$ cat src/rtl/ncpr_pkg.sv
// package: register map, field layout and reset values of the oscillator preset and calibration bank
package ncpr_pkg;

    // ****************************************************************
    // register addresses
    // ****************************************************************
    localparam logic [11:0] ADDR_OSC_PHASE_CHB_P2 = 12'h254;
    localparam logic [11:0] ADDR_OSC_FREQ_CHB_P3 = 12'h258;
    localparam logic [11:0] ADDR_OSC_PHASE_CHB_P3 = 12'h25C;
    localparam logic [11:0] ADDR_STARTUP_STATE = 12'h270;
    localparam logic [11:0] ADDR_SILICON_REVISION = 12'h297;
    localparam logic [11:0] ADDR_SUPPLY_NOISE_CTL = 12'h2A2;
    localparam logic [11:0] ADDR_SYSREF_AUTOCAL_ENABLE = 12'h2B0;

    // ****************************************************************
    // widths, fields and reset values
    // ****************************************************************
    localparam int ADDR_W = 12;
    localparam int DATA_W = 32;
    localparam int PHASE_W = 16;
    localparam int TAD_W = 17;
    localparam int REV_W = 5;
    localparam int DIG_QUIET_BIT = 5;
    localparam int CLK_QUIET_BIT = 4;
    localparam int AUTOCAL_EN_BIT = 0;
    localparam int INIT_DONE_BIT = 0;
    localparam logic [15:0] PHASE_RESET = 16'h0000;
    localparam logic [31:0] FREQ_RESET = 32'hC0000000;
    localparam logic [7:0] BYTE_RESET = 8'h00;
    localparam logic [7:0] SUPPLY_CTL_RESET = 8'h00;
    localparam logic [7:0] AUTOCAL_RESET = 8'h00;
    // cycles the start-up sequencer waits before reporting completion
    localparam int INIT_CYCLES_DEFAULT = 64;

    // ****************************************************************
    // carriers
    // ****************************************************************
    typedef struct packed {
        logic wr;
        logic rd;
        logic [ADDR_W-1:0] addr;
        logic [DATA_W-1:0] wdata;
    } ncpr_req_s;

    typedef struct packed {
        logic [PHASE_W-1:0] phase_p2;
        logic [PHASE_W-1:0] phase_p3;
        logic [DATA_W-1:0] freq_p3;
        logic chb_active;
    } ncpr_chb_s;

    typedef enum logic [1:0] {
        NCPR_INIT_WAIT = 2'b00,
        NCPR_INIT_DONE = 2'b01
    } ncpr_init_e;

endpackage

$ cat src/rtl/ncpr_init_seq.sv
// file: start-up sequencer that raises the initialization-complete flag
`timescale 1ns/10ps
module ncpr_init_seq
    import ncpr_pkg::*;
#(
    parameter int INIT_CYCLES = INIT_CYCLES_DEFAULT
) (
    input wire logic core_clk_i,
    input wire logic rst_i,
    output logic init_done_o
);

    typedef struct packed {
        ncpr_init_e st;
        logic [15:0] cnt;
    } ncpr_iseq_s;

    ncpr_iseq_s q;
    ncpr_iseq_s next_q;

    always_comb begin
        next_q = q;
        case (q.st)
            NCPR_INIT_WAIT: begin
                if (q.cnt == 16'(INIT_CYCLES - 1)) begin
                    next_q.st = NCPR_INIT_DONE;
                end else begin
                    next_q.cnt = q.cnt + 16'h0001;
                end
            end
            NCPR_INIT_DONE: next_q.st = NCPR_INIT_DONE;
            default: next_q.st = NCPR_INIT_WAIT;
        endcase
    end

    always_ff @(posedge core_clk_i) begin
        if (rst_i) begin
            q <= '{st: NCPR_INIT_WAIT, cnt: 16'h0000};
        end else begin
            q <= next_q;
        end
    end

    assign init_done_o = (q.st == NCPR_INIT_DONE);

endmodule

$ cat src/rtl/ncpr_cal_ctl.sv
// file: automatic timing calibration start detection and delay selection
`timescale 1ns/10ps
module ncpr_cal_ctl
    import ncpr_pkg::*;
(
    input wire logic core_clk_i,
    input wire logic rst_i,
    input wire logic cal_en_i,
    input wire logic cal_complete_i,
    input wire logic [TAD_W-1:0] cal_tad_i,
    input wire logic [TAD_W-1:0] manual_tad_i,
    output logic cal_start_o,
    output logic cal_finished_o,
    output logic [TAD_W-1:0] sample_delay_o
);

    typedef struct packed {
        logic en_prev;
        logic start;
        logic finished;
        logic [TAD_W-1:0] delay;
    } ncpr_cal_s;

    ncpr_cal_s q;
    ncpr_cal_s next_q;

    always_comb begin
        next_q = q;
        next_q.en_prev = cal_en_i;
        next_q.start = cal_en_i && !q.en_prev;
        next_q.finished = cal_en_i && cal_complete_i && !next_q.start;
        if (cal_en_i) begin
            next_q.delay = cal_tad_i;
        end else begin
            next_q.delay = manual_tad_i;
        end
    end

    always_ff @(posedge core_clk_i) begin
        if (rst_i) begin
            q <= '0;
        end else begin
            q <= next_q;
        end
    end

    assign cal_start_o = q.start;
    assign cal_finished_o = q.finished;
    assign sample_delay_o = q.delay;

endmodule

$ cat src/rtl/ncpr_regs.sv
// file: register bank for channel-B oscillator presets, start-up status and calibration enable
`timescale 1ns/10ps

// ****************************************************************
// register bank top
// ****************************************************************
module ncpr_regs
    import ncpr_pkg::*;
#(
    parameter int INIT_CYCLES = INIT_CYCLES_DEFAULT,
    parameter logic [REV_W-1:0] REVISION_DEFAULT = 5'h0A // arbitrary value
) (
    input wire logic core_clk_i,
    input wire logic rst_i,
    input wire logic cfg_wr_i,
    input wire logic cfg_rd_i,
    input wire logic [ADDR_W-1:0] cfg_addr_i,
    input wire logic [DATA_W-1:0] cfg_wdata_i,
    output logic [DATA_W-1:0] cfg_rdata_o,
    output logic cfg_rvalid_o,
    input wire logic interleave_mode_i,
    input wire logic cal_complete_i,
    input wire logic [TAD_W-1:0] cal_tad_i,
    input wire logic [TAD_W-1:0] manual_tad_i,
    output ncpr_chb_s chb_presets_o,
    output logic digital_rail_quieting_o,
    output logic clock_rail_quieting_o,
    output logic cal_start_o,
    output logic cal_finished_o,
    output logic [TAD_W-1:0] sample_delay_o,
    output logic init_done_o
);

    // ****************************************************************
    // state
    // ****************************************************************
    typedef struct packed {
        logic [PHASE_W-1:0] phase_p2;
        logic [PHASE_W-1:0] phase_p3;
        logic [DATA_W-1:0] freq_p3;
        logic [7:0] revision;
        logic [7:0] supply_ctl;
        logic [7:0] autocal;
        logic [DATA_W-1:0] rdata;
        logic rvalid;
    } ncpr_regs_s;

    ncpr_regs_s q;
    ncpr_regs_s next_q;
    ncpr_req_s req;
    logic init_done;

    function automatic logic hit(input logic [ADDR_W-1:0] a, input logic [ADDR_W-1:0] r);
        hit = (a == r);
    endfunction

    assign req = '{wr: cfg_wr_i, rd: cfg_rd_i, addr: cfg_addr_i, wdata: cfg_wdata_i};

    ncpr_init_seq #(
        .INIT_CYCLES(INIT_CYCLES)
    ) u_init (
        .core_clk_i(core_clk_i),
        .rst_i(rst_i),
        .init_done_o(init_done)
    );

    ncpr_cal_ctl u_cal (
        .core_clk_i(core_clk_i),
        .rst_i(rst_i),
        .cal_en_i(q.autocal[AUTOCAL_EN_BIT]),
        .cal_complete_i(cal_complete_i),
        .cal_tad_i(cal_tad_i),
        .manual_tad_i(manual_tad_i),
        .cal_start_o(cal_start_o),
        .cal_finished_o(cal_finished_o),
        .sample_delay_o(sample_delay_o)
    );

    // ****************************************************************
    // register writes and read mux
    // ****************************************************************
    always_comb begin
        next_q = q;
        next_q.rvalid = req.rd;
        next_q.rdata = q.rdata;
        if (req.wr) begin
            if (hit(req.addr, ADDR_OSC_PHASE_CHB_P2)) begin
                next_q.phase_p2 = req.wdata[PHASE_W-1:0];
            end
            if (hit(req.addr, ADDR_OSC_PHASE_CHB_P3)) begin
                next_q.phase_p3 = req.wdata[PHASE_W-1:0];
            end
            if (hit(req.addr, ADDR_OSC_FREQ_CHB_P3)) begin
                next_q.freq_p3 = req.wdata;
            end
            if (hit(req.addr, ADDR_SILICON_REVISION)) begin
                next_q.revision = req.wdata[7:0];
            end
            if (hit(req.addr, ADDR_SUPPLY_NOISE_CTL)) begin
                next_q.supply_ctl = req.wdata[7:0];
            end
            if (hit(req.addr, ADDR_SYSREF_AUTOCAL_ENABLE)) begin
                next_q.autocal = req.wdata[7:0];
            end
        end
        if (req.rd) begin
            case (req.addr)
                ADDR_OSC_PHASE_CHB_P2: next_q.rdata = {16'h0000, q.phase_p2};
                ADDR_OSC_PHASE_CHB_P3: next_q.rdata = {16'h0000, q.phase_p3};
                ADDR_OSC_FREQ_CHB_P3: next_q.rdata = q.freq_p3;
                ADDR_STARTUP_STATE: next_q.rdata = {31'h00000000, init_done};
                ADDR_SILICON_REVISION: next_q.rdata = {24'h000000, q.revision};
                ADDR_SUPPLY_NOISE_CTL: next_q.rdata = {24'h000000, q.supply_ctl};
                ADDR_SYSREF_AUTOCAL_ENABLE: next_q.rdata = {24'h000000, q.autocal};
                default: next_q.rdata = 32'h00000000;
            endcase
        end
    end

    always_ff @(posedge core_clk_i) begin
        if (rst_i) begin
            q.phase_p2 <= PHASE_RESET;
            q.phase_p3 <= PHASE_RESET;
            q.freq_p3 <= FREQ_RESET;
            q.revision <= {3'h0, REVISION_DEFAULT};
            q.supply_ctl <= SUPPLY_CTL_RESET;
            q.autocal <= AUTOCAL_RESET;
            q.rdata <= 32'h00000000;
            q.rvalid <= 1'b0;
        end else begin
            q <= next_q;
        end
    end

    // ****************************************************************
    // outputs
    // ****************************************************************
    assign cfg_rdata_o = q.rdata;
    assign cfg_rvalid_o = q.rvalid;
    assign init_done_o = init_done;
    assign digital_rail_quieting_o = q.supply_ctl[DIG_QUIET_BIT];
    assign clock_rail_quieting_o = q.supply_ctl[CLK_QUIET_BIT];
    assign chb_presets_o = '{phase_p2: q.phase_p2, phase_p3: q.phase_p3, freq_p3: q.freq_p3,
                             chb_active: !interleave_mode_i};

endmodule

$ cat config.mk
export PLATFORM = sky130hd
export DESIGN_NAME = ncpr_regs
export DESIGN_NICKNAME = d
export VERILOG_FILES = /design/src/rtl/ncpr_pkg.sv /design/src/rtl/ncpr_init_seq.sv /design/src/rtl/ncpr_cal_ctl.sv /design/src/rtl/ncpr_regs.sv
export SDC_FILE = /design/constraint.sdc
export NUM_CORES = 1
export LEC_CHECK = 0
export ABC_CLOCK_PERIOD_IN_PS = 1900
export BUFFER_PORTS_ARGS = -buffer_cell sky130_fd_sc_hd__clkbuf_2
export CORE_ASPECT_RATIO = 1.4
export CORE_MARGIN = 3
export CORE_UTILIZATION = 25
export CTS_CLUSTER_DIAMETER = 200
export CTS_CLUSTER_SIZE = 28
export DETAILED_ROUTE_END_ITERATION = 16
export GPL_ROUTABILITY_DRIVEN = 0
export SLEW_MARGIN = 20
export SYNTH_ARGS = -nofsm -noshare
export SYNTH_HDL_FRONTEND = slang
export SYNTH_SLANG_ARGS = --single-unit
$ cat constraint.sdc
create_clock -name core_clk_i -period 1.9 [get_ports core_clk_i]
set_input_delay 0.095 -clock core_clk_i [delete_from_list [all_inputs] [get_ports core_clk_i]]
set_output_delay 0.095 -clock core_clk_i [all_outputs]
set_load 0.01 [all_outputs]
==> results of run 1 <==
-- layout by cell type (no fill, tap or decap), drive strengths merged, types with 3 or more instances in the layout --
| cell type | synthesis | final |
|---|---|---|
| nor2 | 53 | 53 |
| dfxtp | 158 | 158 |
| o2bb2ai | 7 | 7 |
| xnor2 | 14 | 14 |
| and3 | 3 | 3 |
| clkinv | 0 | 4 |
| nand4 | 3 | 3 |
| nand2 | 158 | 158 |
| nand3 | 35 | 35 |
| nor4 | 7 | 7 |
| dlygate4sd3 | 0 | 69 |
| nand3b | 3 | 3 |
| inv | 9 | 15 |
| a22oi | 15 | 15 |
| buf | 128 | 47 |
| clkinvlp | 0 | 3 |
| mux2i | 32 | 32 |
| nand2b | 20 | 20 |
| a221oi | 7 | 7 |
| or4 | 3 | 3 |
| mux2 | 16 | 16 |
| a211oi | 4 | 4 |
| o21ai | 18 | 18 |
| a21oi | 88 | 88 |
| nor2b | 3 | 3 |
| and4 | 3 | 3 |
| clkbuf | 34 | 220 |
-- cells by family after synthesis --
logic type	share of synthesized area
compound gates	0.128
xor+xnor	0.0179
fa+ha+maj	0.00171
buf+inv	0.152
flops	0.431
mux	0.0683
simple gates	0.201
-- registers in the layout (all words and copies together), names as in the netlist --
register / flops
clock_rail_quieting_o: 1
q: 22
u_cal.sample_delay_o: 17
u_cal.q: 1
cfg_rvalid_o: 1
u_cal.cal_start_o: 1
u_cal.cal_finished_o: 1
digital_rail_quieting_o: 1
chb_presets_o: 64
u_init.q: 17
cfg_rdata_o: 32
-- where the power goes --
group	switching [W]	leakage (nW)	internal (W)
combinational	0.000234	2.24	0.000239
sequential	0.0000102	1.28	0.00334
clock	0.00148	0.269	0.00182
-- final cells by class --
type | count | area share
clock buffer | 18 | 0.0456
tap | 375 | 0.0499
timing repair buffer | 318 | 0.225
antenna | 2 | 0.000532
multi-input combinational | 522 | 0.325
clock inverter | 14 | 0.0141
sequential | 158 | 0.336
inverter | 9 | 0.00359
-- critical path, stage by stage (launching register included) --
cell and delay, ns:
dfxtp_1 0.32, or4_1 0.57, nor4_4 0.22, buf_4 0.20, a21oi_1 0.13, mux2i_1 0.18
nor2_1 0.05
-- worst max path at each step --
stage	from	to	cells after the start
4_1_cts	u_init.q[15]	u_init.q[1]	6
3_3_place_gp	cfg_addr_i[8]	chb_presets_o[8]	7
3_5_place_dp	cfg_addr_i[8]	chb_presets_o[9]	7
5_1_grt	u_init.q[15]	u_init.q[5]	6
2_1_floorplan	u_init.q[15]	u_init.q[1]	5
6_report	u_init.q[15]	u_init.q[1]	6
-- metrics by stage --
| stage | setup slack, ns | cells | hold slack, ns |
|---|---|---|---|
| finish | 0.106 | 1416 | 0.194 |
| global route | 0.0329 | 1416 | 0.206 |
| CTS | 0.0966 | 1414 | 0.162 |
| detailed placement | -0.0989 | 1313 | 0.322 |
| global placement | -0.00361 | 1313 | 0.321 |
| floorplan | 0.146 | 851 | 0.219 |
-- metal layers --
layer	vias to the layer above	GRT usage	wire length, µm
met4	0	0.0688	765
li1	3131	-	-
met1	2888	0.150	8490
met2	209	0.240	10800
met3	38	0.0410	1550
met5	-	0	0
-- repair_timing --
| item | 4_1_cts | 5_1_grt |
|---|---|---|
| hold buffers | 69 | 0 |
| setup endpoints to repair | 0 | 2 |
| hold endpoints to repair | 96 | 0 |
| buffers inserted | 0 | 0 |
| gates resized for setup | 0 | 1 |
==> flow_metrics.tcl, run 1 <==
set metrics [dict create \
    grt_max_degree 76 \
    initial_core_util 0.256 \
    rsz0062_at_grt "false" \
    grt_pass1_wl_um 33700 \
    synthesis.nets 936 \
    syn_to_final_growth_pct 28.3 \
    drt_iter0_drc 216 \
    synthDistinctLibCells 55 \
    dieArea_um2 31400 \
    core_um2 28700 \
    synthTopCellsByArea "dfxtp_1 43%, buf_4 12%, nand2_1 8.0%, a21oi_1 5.3%, mux2i_1 4.4%" \
    status "finished, final reports clean" \
    cp.required_ns 2.21 \
    clock_skew_ns 0.00778 \
    hold_violations 0 \
    yosysMostFrequentCell "dfxtp_1" \
    r2r_setup_slack_ns 0.11 \
    num_vias 6266 \
    ys_seq_area_frac 0.431 \
    yosys_register_bits 158 \
    async_reset_ff_frac 0 \
    max_freq_mhz 557 \
    whs_endpoint "q[39]" \
    synth-edff-count 0 \
    avgSynthCellArea_um2 8.61 \
    setup-tns-final_ns 0 \
    path_clk_slew_ns 0.06 \
    die-height_um 209 \
    rr_endpoint "u_init.q[1]" \
    synthCells 851 \
    tightestPinTransition_ns 0.538 \
    ys.flop_type "dfxtp_1" \
    yosys.area.top_type "dfxtp_1" \
    power_density_nw_per_um2 758 \
    drtAntennaViolNets 0 \
    h-tree-depth 4 \
    n_fill_cell 3024 \
    yosys_warnings 0 \
    ir_worst_vdd_mv 0.575 \
    cts_buffers 17 \
    total_power_w 0.00713 \
    multi_input_area_um2 3060 \
    grt_antenna_before_repair 2 \
    mappedNetlistArea_um2 7330 \
    ys_top_cells_by_count "158 x dfxtp_1, 156 x nand2_1, 119 x buf_4" \
    clkSinkCount 158 \
    root_buffer "clkbuf_16" \
    drv_slew 0 \
    holdPathStages 3 \
    end_kind "register" \
    crit_fanout 9 \
    seq_area_um2 3160 \
    hold_path.startpoint "cfg_wr_i" \
    port_buffers 203 \
    min_period_ns 1.79 \
    crit_type "register to register" \
    cts_tree "done" \
    rows 73 \
    cap_violations 0 \
    synth_top_area_share 0.431 \
    track_usage 0.138 \
    drt-total-wl_um 21600 \
    fin_area_um2 9410 \
    drc 0 \
    slew_headroom 0.632 \
    grt_overflow 0 \
    final_core_util 0.328 \
    routed_via_density 4.43 \
    r2r_cells 6 \
    cellLeakagePower_nw 3.79 \
    setup_viol 0 \
    clockBufferDepth 2 \
    post-route-period-util 0.944 \
    fp.dieW_um 151 \
    first_pass_iters 5 \
    start_kind "register" \
    reg2reg_from "u_init.q[15]" \
    clkLatencyLatePin_ns 0.44 \
    hold_class "primary input to register" \
    critPathArrivalTime_ns 2.11 \
    wire_per_inst_um 15.2 \
    drive_above_1_share 0.306 \
    hpwl_um 15600 \
    first_global_vias 6322 \
    ios 204 \
    place_area_um2 8150 \
    fin_nets 1111 \
]
Power figures use the tool's default switching activity.
==> run 2, diff against run 1 <==
CORE_UTILIZATION = 53   (was 25)
PLACE_DENSITY = 0.81   (was unset)
==> flow_metrics.tcl, run 2 (synthesis results as in run 1) <==
set metrics [dict create \
    num_vias 6367 \
    clockPowerShare 0.490 \
    track_usage 0.246 \
    p_sw_w 0.00165 \
    p_comb_frac 0.061 \
    cap_violations 0 \
    slowest_delay_ns 0.64 \
    dp_slack_ns 0.0111 \
    rsz0062_at_grt "false" \
    setup-tns-final_ns 0 \
    p_int_w 0.00579 \
    slew_headroom 0.479 \
    grt_overflow 0 \
    wire_per_inst_um 15.7 \
    p_sw_frac 0.222 \
    drt_iter0_drc 360 \
    power_density_nw_per_um2 815 \
    hpwl_um 12500 \
    root_buffer "clkbuf_16" \
    clockBufferDepth 2 \
    first_pass_iters 5 \
    rr_endpoint "u_init.q[15]" \
    cts_tree "done" \
    ios 204 \
    largest_register_ff_count 64 \
    post-route-period-util 0.936 \
    die-height_um 145 \
    syn_to_final_growth_pct 24.6 \
    drt-total-wl_um 19000 \
    min_period_ns 1.78 \
    drtAntennaViolNets 0 \
    start_kind "register" \
    port_buffers 203 \
    core_um2 13500 \
    hold_violations 0 \
    end_kind "register" \
    setup.worst_path.start "u_init.q[4]" \
    crit_type "register to register" \
    rows 50 \
    crit_fanout 5 \
    fp.dieW_um 105 \
    cp-endpoint "u_init.q[15]" \
    path_cells "nand4_1 > or4_1 > nor3_1 > xnor2_1 > nor2_1" \
    first_global_vias 6403 \
    crit_slowest_cell "or4_1" \
    diodes 0 \
    ir_worst_vdd_mv 0.563 \
    hold_class "primary input to register" \
    cp.required_ns 2.18 \
    max_freq_mhz 562 \
    r2r_setup_slack_ns 0.12 \
    worst_slack_ns 0.121 \
    layout_commonest_cell "clkbuf_2" \
    drv_slew 0 \
    multi_input_area_um2 3060 \
    r2r_cells 5 \
    cts_buffers 17 \
    clkLatencyLatePin_ns 0.42 \
    reg2reg_from "u_init.q[4]" \
    fin_nets 1100 \
    power_frac_seq 0.450 \
    initial_core_util 0.545 \
    h-tree-depth 4 \
    clkSinkCount 158 \
    drc 0 \
    setup_viol 0 \
    status "finished, final reports clean" \
    clock_skew_ns 0.00841 \
    cellLeakagePower_nw 3.78 \
    dieArea_um2 15300 \
    critPathArrivalTime_ns 2.06 \
    most-common-layout-cells "202 x clkbuf_2, 158 x dfxtp_1, 156 x nand2_1, 77 x a21oi_1, 65 x dlygate4sd3_1" \
    grt_max_degree 109 \
    final_core_util 0.679 \
    n_fill_cell 1027 \
    routed_via_density 5.27 \
    seq_area_um2 3160 \
    grt_antenna_before_repair 0 \
    grt_pass1_wl_um 30800 \
    drive_above_1_share 0.305 \
    tightestPinTransition_ns 0.781 \
    path_clk_slew_ns 0.06 \
]
run 2: changes by cell type in the layout (fill, tap and decap cells not counted), moves of 3 or more:
cell,delta
buf_4,-7
dlygate4sd3_1,-4
bufinv_16,+3
clkinvlp_4,-3
run 2: worst min-delay path by stage:
stage / end / start / cells after the start / slack [ns]
6_report: chb_presets_o[33] / cfg_wdata_i[0] / 3 / 0.03
5_1_grt: chb_presets_o[2] / cfg_wdata_i[1] / 3 / 0.03
4_1_cts: chb_presets_o[34] / cfg_wdata_i[1] / 3 / 0.02
3_5_place_dp: chb_presets_o[32] / cfg_wdata_i[31] / 3 / 0.31
3_3_place_gp: chb_presets_o[32] / cfg_wdata_i[31] / 3 / 0.31
2_1_floorplan: chb_presets_o[31] / cfg_wdata_i[30] / 2 / 0.22
run 2: per-stage QoR:
step	total power [W]	instances	cell area, µm²	hold slack, ns
after floorplan	0.00360	851	7330	0.219
after global placement	0.00376	1113	7840	0.311
after detailed placement	0.00376	1113	7840	0.313
after CTS	0.00751	1209	9120	0.0194
after global routing	0.00770	1209	9130	0.0291
final	0.00745	1209	9130	0.0326
run 2: per-layer routing:
layer,track usage,wire [µm],vias up,share of wire
met5,0,0,-,0
met2,0.449,10000,290,0.53
li1,-,-,3100,-
met3,0.0507,1470,40,0.077
met4,0.103,484,0,0.025
met1,0.272,7040,2937,0.37
run 2: power groups by stage:
stage                     clock network [W]  registers [W]  logic, W
final                               0.00365        0.00335  0.000451
after global routing                0.00386        0.00335  0.000488
after CTS                           0.00372        0.00335  0.000443
after floorplan                           0        0.00342  0.000180
after detailed placement                  0        0.00342  0.000339
after global placement                    0        0.00342  0.000335
run 2: cell type report:
cell class	instances	share of cell area
Timing Repair Buffer	307	0.221
Tap cell	182	0.0249
Sequential cell	158	0.346
Inverter	9	0.00370
Clock buffer	17	0.0466
Clock inverter	14	0.0225
Multi-Input combinational cell	522	0.335
run 2: critical path, delay by kind of cell, from the launching register on:
kind | cells | cell delay (ns)
and+or+nand+nor | 4 | 1.12
DFF | 1 | 0.36
xor gates and xnor gates | 1 | 0.17
run 2: timing repair:
item,in CTS,in global routing
setup endpoints to repair,0,6
endpoints found under the hold margin,72,0
gates resized for setup,0,3
hold buffers,65,0
buffers inserted,0,0
